<file path="config.mk">
export PLATFORM = sky130hd
export DESIGN_NAME = utf_top
export DESIGN_NICKNAME = d
export VERILOG_FILES = /design/src/design/utf_pkg.sv /design/src/design/utf_top.sv
export SDC_FILE = /design/constraint.sdc
export NUM_CORES = 1
export LEC_CHECK = 0
export ABC_AREA = 1
export CORE_MARGIN = 2
export CORE_UTILIZATION = 33
export DETAILED_ROUTE_END_ITERATION = 16
export DONT_BUFFER_PORTS = 1
export GPL_TIMING_DRIVEN = 0
export PLACE_DENSITY = 0.59
export SYNTH_ARGS = -nofsm -noshare
export SYNTH_HDL_FRONTEND = slang
export SYNTH_SLANG_ARGS = --single-unit
</file>
<file path="constraint.sdc">
create_clock -name clk -period 8.8 [get_ports clk]
set_clock_uncertainty 0.05 [all_clocks]
set_input_delay 0 -clock clk [delete_from_list [all_inputs] [get_ports clk]]
set_output_delay 0 -clock clk [all_outputs]
set_load 0.05 [all_outputs]
</file>
<file path="src/design/utf_pkg.sv">
`default_nettype none
package utf_pkg;

  // ==========================================================
  // Bus carriers
  typedef struct packed {
    logic cyc;
    logic stb;
    logic we;
    logic [7:0] adr;
    logic [3:0] sel;
    logic [31:0] dat;
  } utf_wb_req_t;

  typedef struct packed {
    logic ack;
    logic [31:0] dat;
  } utf_wb_rsp_t;

  // ==========================================================
  // Register byte addresses
  localparam logic [7:0] ADR_CTRL = 8'h00;
  localparam logic [7:0] ADR_TX = 8'h04;
  localparam logic [7:0] ADR_MISC = 8'h08;
  localparam logic [7:0] ADR_BAUD = 8'h0C;
  localparam logic [7:0] ADR_LEVEL = 8'h10;

  // ==========================================================
  // port_control_reg fields
  localparam int C_PORT_EN = 0;
  localparam int C_TX_EN = 1;
  localparam int C_IRDA = 2;
  localparam int C_PAR_EN = 3;
  localparam int C_PAR_ODD = 4;
  localparam int C_CTS_IE = 5;
  localparam int C_AVAIL_IE = 6;
  localparam int C_EMPTY_IE = 7;
  localparam int C_HALF_IE = 8;
  localparam int C_CHAR8 = 9;
  localparam int C_CLK_OUT = 10;
  localparam int C_BAUD_EXT = 11;

  // ==========================================================
  // transmit_reg fields
  localparam int T_AVAIL = 8;
  localparam int T_BUSY = 9;
  localparam int T_CTS = 10;
  localparam int T_DELTA = 11;
  localparam int T_BRK = 12;
  localparam int T_IGN = 13;
  localparam int T_EMPTY = 14;
  localparam int T_EMPTY_EVT = 15;

  // ==========================================================
  // misc_control_reg fields
  localparam int M_RX_POL = 0;
  localparam int M_TX_POL = 1;
  localparam int M_RTSGP = 2;
  localparam int M_RTSFLOW = 3;
  localparam int M_PAR_INJ = 4;

  // ==========================================================
  // Reset values
  localparam logic [15:0] CTRL_RST = 16'h0000;
  localparam logic [15:0] MISC_RST = 16'h0000;
  localparam logic [15:0] BAUD_RST = 16'h0000;
  localparam logic [15:0] LEVEL_RST = 16'h0004;

  // ==========================================================
  // FIFO and bit timing
  localparam int TX_DEPTH = 64;
  localparam int PTR_W = 6;
  localparam int CNT_W = 7;
  localparam logic [6:0] TX_FULL = 7'h40;
  localparam int SMALL_DEPTH = 8;
  localparam logic [6:0] SMALL_HALF = 7'h04;
  localparam logic [3:0] SUB_LAST = 4'hF;
  localparam logic [3:0] IRDA_PULSE_TICKS = 4'h3;

  typedef enum logic {UTF_IDLE, UTF_SHIFT} utf_state_t;

endpackage
`default_nettype wire

</file>
<file path="src/design/utf_top.sv">
// The register offsets and register access over Wishbone are this design's own decisions.
`default_nettype none
// How it works
// (RULE1) NRZ: mark drives high, space drives low
// (RULE2) No character starts until clear-to-send low
// (RULE3) Negated clear-to-send: finish character, then hold
// (RULE4) Clear-to-send sampled per bit; toggle sets flag
// (RULE5) Ignore-flow bit sends whenever FIFO has data
// (RULE6) Clear-to-send change interrupts on either edge
// (RULE7) Far end gives receive pulses; polarity bit
// (RULE8) Request-to-send low ready, high nearly full
// (RULE9) Otherwise request-to-send follows software bit
// (RULE10) Shared clock pin: input or bit clock
// (RULE11) Empty FIFO gives idle line level
// (RULE12) Start, data LSB first, parity, stop
// (RULE13) Parity bit follows most significant data bit
// (RULE14) New bit at falling bit clock edge
// (RULE15) Slot-free status; writes dropped when full
// (RULE16) Empty interrupt once per emptying
// (RULE17) Half interrupt from fill or level marker
// (RULE18) Send-break drives continuous zeros
// (RULE19) Software break procedure waits on busy
// (RULE20) Transmit disable flushes FIFO, current finishes
// (RULE21) Busy holds until last character sent
// (RULE22) Infrared zero is 3/16 bit pulse
// (RULE23) Transmit polarity selects pulse and idle
// (RULE24) Parity inject sends wrong parity
module utf_top (
  input wire logic clk,
  input wire logic rst_b,
  input wire utf_pkg::utf_wb_req_t wb_req,
  output utf_pkg::utf_wb_rsp_t wb_rsp,
  input wire logic cts_b,
  input wire logic rx_nearly_full,
  input wire logic ucl_in,
  output logic txd,
  output logic rts_b,
  output logic ucl_out,
  output logic ucl_oe_b,
  output logic rx_pulse_polarity,
  output logic irq
);

  // ==========================================================
  // Bus slave
  logic ack_q;
  logic [31:0] rdat_q;
  logic access;
  logic wr;
  logic [31:0] wmask;
  logic [15:0] ctrl_q;
  logic [15:0] misc_q;
  logic [15:0] baud_q;
  logic [15:0] level_q;
  logic brk_q;
  logic ign_q;
  logic cts_s_q;
  logic delta_q;
  logic empty_evt_q;
  logic [6:0] cnt_q;
  utf_pkg::utf_state_t st_q;
  logic busy;
  logic avail;
  logic half;
  logic push;

  assign access = wb_req.cyc && wb_req.stb && !ack_q;
  assign wr = access && wb_req.we;
  assign wmask = {{8{wb_req.sel[3]}}, {8{wb_req.sel[2]}}, {8{wb_req.sel[1]}},
                  {8{wb_req.sel[0]}}};

  always_ff @(posedge clk)
  begin
    if (!rst_b)
    begin
      ack_q <= 1'b0;
      rdat_q <= 32'h0000_0000;
    end
    else
    begin
      ack_q <= access;
      rdat_q <= 32'h0000_0000;
      if (access && !wb_req.we)
      begin
        unique case (wb_req.adr)
          utf_pkg::ADR_CTRL: rdat_q <= {16'h0000, ctrl_q};
          utf_pkg::ADR_TX: rdat_q <= {16'h0000, empty_evt_q, cnt_q == 7'h00, ign_q, brk_q,
                                      delta_q, cts_s_q, busy, avail, 8'h00};
          utf_pkg::ADR_MISC: rdat_q <= {16'h0000, misc_q};
          utf_pkg::ADR_BAUD: rdat_q <= {16'h0000, baud_q};
          utf_pkg::ADR_LEVEL: rdat_q <= {9'h000, cnt_q, level_q};
          default: rdat_q <= 32'h0000_0000;
        endcase
      end
    end
  end

  always_comb
  begin
    wb_rsp.ack = ack_q;
    wb_rsp.dat = rdat_q;
  end

  // ==========================================================
  // Control registers
  logic port_en;
  logic tx_en;
  logic irda;
  logic tx_pol;
  logic tx_en_clear;

  assign port_en = ctrl_q[utf_pkg::C_PORT_EN];
  assign tx_en = ctrl_q[utf_pkg::C_TX_EN];
  assign irda = ctrl_q[utf_pkg::C_IRDA];
  assign tx_pol = misc_q[utf_pkg::M_TX_POL];
  assign tx_en_clear = wr && wb_req.adr == utf_pkg::ADR_CTRL && wb_req.sel[0]
                       && !wb_req.dat[utf_pkg::C_TX_EN];

  always_ff @(posedge clk)
  begin
    if (!rst_b)
    begin
      ctrl_q <= utf_pkg::CTRL_RST;
      misc_q <= utf_pkg::MISC_RST;
      baud_q <= utf_pkg::BAUD_RST;
      level_q <= utf_pkg::LEVEL_RST;
      brk_q <= 1'b0;
      ign_q <= 1'b0;
    end
    else if (wr)
    begin
      unique case (wb_req.adr)
        utf_pkg::ADR_CTRL: ctrl_q <= (ctrl_q & ~wmask[15:0]) | (wb_req.dat[15:0] & wmask[15:0]);
        utf_pkg::ADR_MISC: misc_q <= (misc_q & ~wmask[15:0]) | (wb_req.dat[15:0] & wmask[15:0]);
        utf_pkg::ADR_BAUD: baud_q <= (baud_q & ~wmask[15:0]) | (wb_req.dat[15:0] & wmask[15:0]);
        utf_pkg::ADR_LEVEL: level_q <= (level_q & ~wmask[15:0]) | (wb_req.dat[15:0] & wmask[15:0]);
        utf_pkg::ADR_TX:
        begin
          if (wb_req.sel[1])
          begin
            brk_q <= wb_req.dat[utf_pkg::T_BRK];
            ign_q <= wb_req.dat[utf_pkg::T_IGN];
          end
        end
        default: ;
      endcase
    end
  end

  // ==========================================================
  // Baud divider: one 16x tick, from system clock or pin edge
  logic [15:0] div_q;
  logic ucl_prev_q;
  logic tick16;
  logic [3:0] sub_q;
  logic bit_edge;
  logic ext_src;

  assign ext_src = ctrl_q[utf_pkg::C_BAUD_EXT];
  assign tick16 = port_en && (ext_src ? (ucl_in && !ucl_prev_q) : (div_q == baud_q));
  assign bit_edge = tick16 && sub_q == utf_pkg::SUB_LAST;

  always_ff @(posedge clk)
  begin
    if (!rst_b)
    begin
      div_q <= 16'h0000;
      ucl_prev_q <= 1'b0;
      sub_q <= 4'h0;
    end
    else
    begin
      ucl_prev_q <= ucl_in;
      div_q <= (tick16 || ext_src || !port_en) ? 16'h0000 : div_q + 16'h0001;
      if (tick16)
        sub_q <= sub_q + 4'h1;
    end
  end

  // Bit clock is high in the second half so it falls where a bit begins
  always_ff @(posedge clk)
  begin
    if (!rst_b)
    begin
      ucl_out <= 1'b0;
      ucl_oe_b <= 1'b1;
    end
    else
    begin
      ucl_out <= sub_q[3]; // RULE14
      // The pin is released the cycle after it starts feeding the divider
      ucl_oe_b <= !(ctrl_q[utf_pkg::C_CLK_OUT] && !ext_src); // RULE10
    end
  end

  // ==========================================================
  // Clear-to-send sampling
  always_ff @(posedge clk)
  begin
    if (!rst_b)
    begin
      cts_s_q <= 1'b1;
      delta_q <= 1'b0;
    end
    else
    begin
      if (bit_edge)
        cts_s_q <= cts_b; // RULE4
      // A toggle in the clearing cycle still sets the flag
      if (bit_edge && cts_b != cts_s_q)
        delta_q <= 1'b1; // RULE4 RULE6
      else if (wr && wb_req.adr == utf_pkg::ADR_TX && wb_req.sel[1]
               && wb_req.dat[utf_pkg::T_DELTA])
        delta_q <= 1'b0;
    end
  end

  // ==========================================================
  // Transmit FIFO
  logic [7:0] mem_q [utf_pkg::TX_DEPTH];
  logic [5:0] wp_q;
  logic [5:0] rp_q;
  logic pop;
  logic can_start;
  logic [3:0] nleft_q;

  assign avail = cnt_q != utf_pkg::TX_FULL; // RULE15
  assign push = wr && wb_req.adr == utf_pkg::ADR_TX && wb_req.sel[0] && avail; // RULE15
  assign busy = st_q == utf_pkg::UTF_SHIFT || cnt_q != 7'h00; // RULE21
  assign can_start = cnt_q != 7'h00 && tx_en && (ign_q || !cts_s_q); // RULE2 RULE3 RULE5
  assign pop = bit_edge && can_start && (st_q == utf_pkg::UTF_IDLE || nleft_q == 4'h0);

  generate
    if (utf_pkg::TX_DEPTH == utf_pkg::SMALL_DEPTH)
    begin : g_small
      assign half = cnt_q < utf_pkg::SMALL_HALF; // RULE17
    end
    else
    begin : g_large
      assign half = (utf_pkg::TX_FULL - cnt_q) <= level_q[6:0]; // RULE17
    end
  endgenerate

  always_ff @(posedge clk)
  begin
    if (push)
      mem_q[wp_q] <= wb_req.dat[7:0];
  end

  always_ff @(posedge clk)
  begin
    if (!rst_b)
    begin
      wp_q <= 6'h00;
      rp_q <= 6'h00;
      cnt_q <= 7'h00;
    end
    else if (tx_en_clear)
    begin
      // Flush at once; a character already in the shifter carries on
      wp_q <= 6'h00; // RULE20
      rp_q <= 6'h00;
      cnt_q <= 7'h00;
    end
    else
    begin
      if (push)
        wp_q <= wp_q + 6'h01;
      if (pop)
        rp_q <= rp_q + 6'h01;
      cnt_q <= cnt_q + {6'h00, push} - {6'h00, pop};
    end
  end

  always_ff @(posedge clk)
  begin
    if (!rst_b)
      empty_evt_q <= 1'b0;
    else if (pop && cnt_q == 7'h01 && !push)
      empty_evt_q <= 1'b1; // RULE16
    else if (wr && wb_req.adr == utf_pkg::ADR_TX && wb_req.sel[1]
             && wb_req.dat[utf_pkg::T_EMPTY_EVT])
      empty_evt_q <= 1'b0;
  end

  // ==========================================================
  // Framing
  logic [11:0] frame_d;
  logic [3:0] nbits_d;
  logic [7:0] head;
  logic [7:0] dsel;
  logic par_bit;
  logic char8;
  logic par_en;

  assign char8 = ctrl_q[utf_pkg::C_CHAR8];
  assign par_en = ctrl_q[utf_pkg::C_PAR_EN];
  assign head = mem_q[rp_q];
  assign dsel = char8 ? head : {1'b0, head[6:0]};
  assign par_bit = ^dsel ^ ctrl_q[utf_pkg::C_PAR_ODD] ^ misc_q[utf_pkg::M_PAR_INJ]; // RULE24

  always_comb
  begin
    frame_d = 12'hFFF;
    frame_d[0] = 1'b0; // RULE12
    for (int i = 0; i < 8; i++)
    begin
      if (i < 7 || char8)
        frame_d[i + 1] = dsel[i]; // RULE12
    end
    if (par_en)
      frame_d[char8 ? 9 : 8] = par_bit; // RULE13
    // Shifts after the start bit; one more would add a second stop bit
    nbits_d = 4'h8 + {3'h0, char8} + {3'h0, par_en};
  end

  // ==========================================================
  // Shifter
  logic [11:0] sh_q;

  always_ff @(posedge clk)
  begin
    if (!rst_b)
    begin
      st_q <= utf_pkg::UTF_IDLE;
      sh_q <= 12'hFFF;
      nleft_q <= 4'h0;
    end
    else if (bit_edge)
    begin
      if (st_q == utf_pkg::UTF_SHIFT && nleft_q != 4'h0)
      begin
        sh_q <= {1'b1, sh_q[11:1]}; // RULE12
        nleft_q <= nleft_q - 4'h1;
      end
      else if (pop)
      begin
        st_q <= utf_pkg::UTF_SHIFT;
        sh_q <= frame_d;
        nleft_q <= nbits_d;
      end
      else
        st_q <= utf_pkg::UTF_IDLE; // RULE3 RULE11
    end
  end

  // ==========================================================
  // Line coding
  logic bitval;
  logic pulse;
  logic txd_d;

  always_comb
  begin
    bitval = (st_q == utf_pkg::UTF_SHIFT) ? sh_q[0] : 1'b1; // RULE11
    if (brk_q)
      bitval = 1'b0; // RULE18
    pulse = irda && !bitval && sub_q < utf_pkg::IRDA_PULSE_TICKS; // RULE22
    txd_d = irda ? (pulse ^ tx_pol) : bitval; // RULE1 RULE23
  end

  always_ff @(posedge clk)
  begin
    if (!rst_b)
    begin
      txd <= 1'b1;
      rts_b <= 1'b1;
      rx_pulse_polarity <= 1'b0;
      irq <= 1'b0;
    end
    else
    begin
      txd <= txd_d;
      rts_b <= misc_q[utf_pkg::M_RTSFLOW] ? rx_nearly_full : misc_q[utf_pkg::M_RTSGP]; // RULE8 RULE9
      rx_pulse_polarity <= misc_q[utf_pkg::M_RX_POL];
      irq <= (ctrl_q[utf_pkg::C_CTS_IE] && delta_q) // RULE6
             || (ctrl_q[utf_pkg::C_AVAIL_IE] && avail) // RULE15
             || (ctrl_q[utf_pkg::C_EMPTY_IE] && empty_evt_q) // RULE16
             || (ctrl_q[utf_pkg::C_HALF_IE] && half); // RULE17
    end
  end
endmodule
`default_nettype wire

</file>
==> qor.yml <==
power_and_ir_drop:
  p_seq_frac: 0.527
  swShare: 0.205
  power.density_mw_per_mm2: 197
  switchingPower_mw: 1.32
  cellLeakagePower_nw: 11.9
  power.internal_mw: 5.14
  p_comb_frac: 0.017
  clkPwrFrac: 0.456
  ir_drop_v: 0.000125
routing:
  drc: 0
  wire_per_inst_um: 22.7
  dr.pass1.iters: 9
  antenna_left: 0
  drt-initial-drc-count: 2625
  wl_um: 91900
  routed_via_density: 5.21
  vias: 21100
synth:
  postSynthCellCount: 2705
  yosys.area_share.simple: 0.216
  synth_seq_area_share: 0.657
  synthArstFlopShare: 0
  synth_seq_cells: 672
  netlist-cell-type-count: 51
  syn_area_per_cell_um2: 10.4
  ys.flop_type: "edfxtp_1"
  ys_warn_count: 0
  synth_enable_flop_cells: 512
  synth_top_family_by_area: "simple AND/OR/NAND/NOR gates"
  synth_compound_area_frac: 0.0553
  synthMuxAreaShare: 0
  synth_xor_area_frac: 0.00713
  netlist_area_mm2: 0.0283
  synthAdderAreaFrac: 0.0127
layout:
  drive_gt1_frac: 0.0919
  layout.area.seq_mm2: 0.0186
  final_area_mm2: 0.0327
  syn2layout_area_growth_pct: 15.8
  num_antenna_cells: 0
  fin_util: 0.385
  layout.nets: 2923
  fillers: 8151
  multiInputGateArea_mm2: 0.00828
sta:
  fmax_mhz: 225
  min_period_ps: 4440
  setup_tns_ps: 0
  relSlewSlack: 0.0169
  finalSetupViolations: 0
  timing_max_transition_violations_final: 0
  hold_viol: 0
  rsz0062_at_grt: "false"
  tightest_slew_ps: 1470
  period_share: 0.504
setup_path:
  r2r_slack_ps: 4990
  reg2reg_to: "cnt_q[6]"
  cp-startpoint: "wb_req[36]"
  reg2regPathDepth: 23
  path_max_fanout: 8
  worstSetupPathType: "in2reg"
  startpoint_type: "input port"
  arrival_ps: 4600
  setup.worst_path.end: "mem_q[53][5]"
  end_kind: "register"
  worstPathRequired_ps: 8970
clock_tree:
  cts_resized: 0
  cts_max_level: 3
  clk_latency_ps: 630
  cts.path.max_buffers: 3
  clockRootBuffer: "clkbuf_16"
  cts_buffers: 70
  cts_tree: "yes"
  path_clk_slew_ps: 60
  cts_sinks: 672
grt:
  grtUsageMet2: 0.329
  grtUsageTotal: 0.208
  grt_pass1_wl_um: 133000
  busiest_layer: "met2"
  grt_max_degree: 69
  grt.met1_usage: 0.281
  overflow: 0
  first_global_vias: 19700
  antenna_found_initial: 0
  met3_usage: 0.0385
floorplan:
  die_y_um: 297
  dieArea_mm2: 0.0880
  rows: 107
  core_area_mm2: 0.0850
  die_x_um: 297
  initial_core_util: 0.332
  pin_count: 91
placement:
  dp_hpwl_um: 61000
  postPlaceCellArea_mm2: 0.0298
  gp_congestion: 0.959
  portBuffers: 0
min_path:
  hp-class: "in2reg"
run:
  maxCapViolations: 0
outcome:
  status: "finished, final reports clean"
-- power by group through the flow --
stage / Sequential, mW / Combinational [mW] / Clock [mW]
6_report: 3.41 / 0.110 / 2.94
5_1_grt: 3.41 / 0.117 / 3.09
4_1_cts: 3.41 / 0.109 / 2.96
3_5_place_dp: 3.48 / 0.0428 / 0
3_3_place_gp: 3.48 / 0.0426 / 0
2_1_floorplan: 3.48 / 0.0301 / 0
-- final cells by class --
type / instances / share of cell area
clock inverter: 31 / 0.00922
sequential: 672 / 0.568
multi-input combinational: 1760 / 0.253
buffer: 149 / 0.0289
inverter: 132 / 0.0153
tap: 1144 / 0.0437
timing repair buffer: 58 / 0.0225
clock buffer: 94 / 0.0595
-- synthesized netlist by cell type (all sizes together), types with 4 or more instances --
library cell | count | area, um^2
xnor2 | 15 | 131
o31ai | 7 | 52.6
clkbuf | 33 | 124
a221oi | 4 | 35.0
o21ai | 94 | 474
ha | 27 | 338
nor2 | 149 | 564
nand4 | 11 | 68.8
nand2 | 773 | 2920
nor3b | 6 | 45.0
a41oi | 8 | 70.1
dfxtp | 160 | 3200
nor3 | 29 | 173
nand3 | 444 | 2230
o211ai | 5 | 52.6
a211oi | 16 | 120
or2 | 5 | 31.3
buf | 116 | 822
a21oi | 119 | 596
nor4 | 4 | 55.1
edfxtp | 512 | 15400
a22oi | 8 | 60.1
inv | 131 | 497
o21bai | 4 | 30.0
a31oi | 5 | 31.3
o22ai | 4 | 25.0
xor2 | 8 | 70.1
-- critical path, cell delays in order --
cell	delay (ps)
dlygate4sd3_1	530
nor2_1	70
dlygate4sd3_1	570
nand2_1	90
dlygate4sd3_1	610
nor3_4	350
inv_2	90
nor2_1	140
nand2_2	150
inv_2	120
nand2_1	90
inv_1	130
nand3_1	410
nor2_1	1240
-- worst min path at each step --
stage	startpoint	endpoint	slack [ps]	depth (start not counted)
2_1_floorplan	ucl_in	ucl_prev_q	40	2
3_3_place_gp	wb_req[4]	mem_q[15][4]	50	0
3_5_place_dp	wb_req[5]	mem_q[15][5]	50	0
4_1_cts	wb_req[46]	ack_q	110	5
5_1_grt	rx_nearly_full	rts_b	130	3
6_report	rx_nearly_full	rts_b	120	3
-- kinds of logic (layout without fill, tap and decap cells) --
logic type               Yosys count  count (layout)
other                              1               9
AO/OA/AOI/OAI                    276             276
flip-flops                       672             672
adder cells (fa/ha/maj)           28              28
AND/OR/NAND/NOR                 1424            1424
buffers and inverters            281             464
XOR/XNOR                          23              23
-- timing repair --
item                      4_1_cts  5_1_grt
hold buffers                   52        0
buffers inserted                0        0
hold endpoints to repair      640        0
-- placed cells by master (no fill, tap or decap), types with 27 or more instances in the layout --
master,count
a21oi_1,119
buf_2,59
buf_4,28
buf_6,28
clkbuf_1,50
clkbuf_16,73
dfxtp_1,160
dlygate4sd3_1,44
edfxtp_1,512
ha_1,27
inv_1,121
nand2_1,767
nand3_1,442
nor2_1,142
o21ai_0,92
-- per-layer routing --
layer | up-vias | part of all wire
met5 | - | 0
met1 | 10100 | 0.40
met4 | 0 | 0.045
met3 | 216 | 0.098
li1 | 9623 | -
met2 | 1108 | 0.45
-- per-stage QoR --
| stage | power [mW] | setup slack [ps] | hold WS, ps | instances |
|---|---|---|---|---|
| 6_report | 6.46 | 4360 | 120 | 4040 |
| 5_1_grt | 6.61 | 4270 | 131 | 4040 |
| 3_5_place_dp | 3.52 | 4960 | 51.9 | 3862 |
| 3_3_place_gp | 3.52 | 4740 | 51.6 | 3857 |
| 4_1_cts | 6.48 | 4410 | 107 | 4039 |
| 2_1_floorplan | 3.51 | 5760 | 43.5 | 2713 |
No activity file was read; power rests on OpenSTA's default activity.
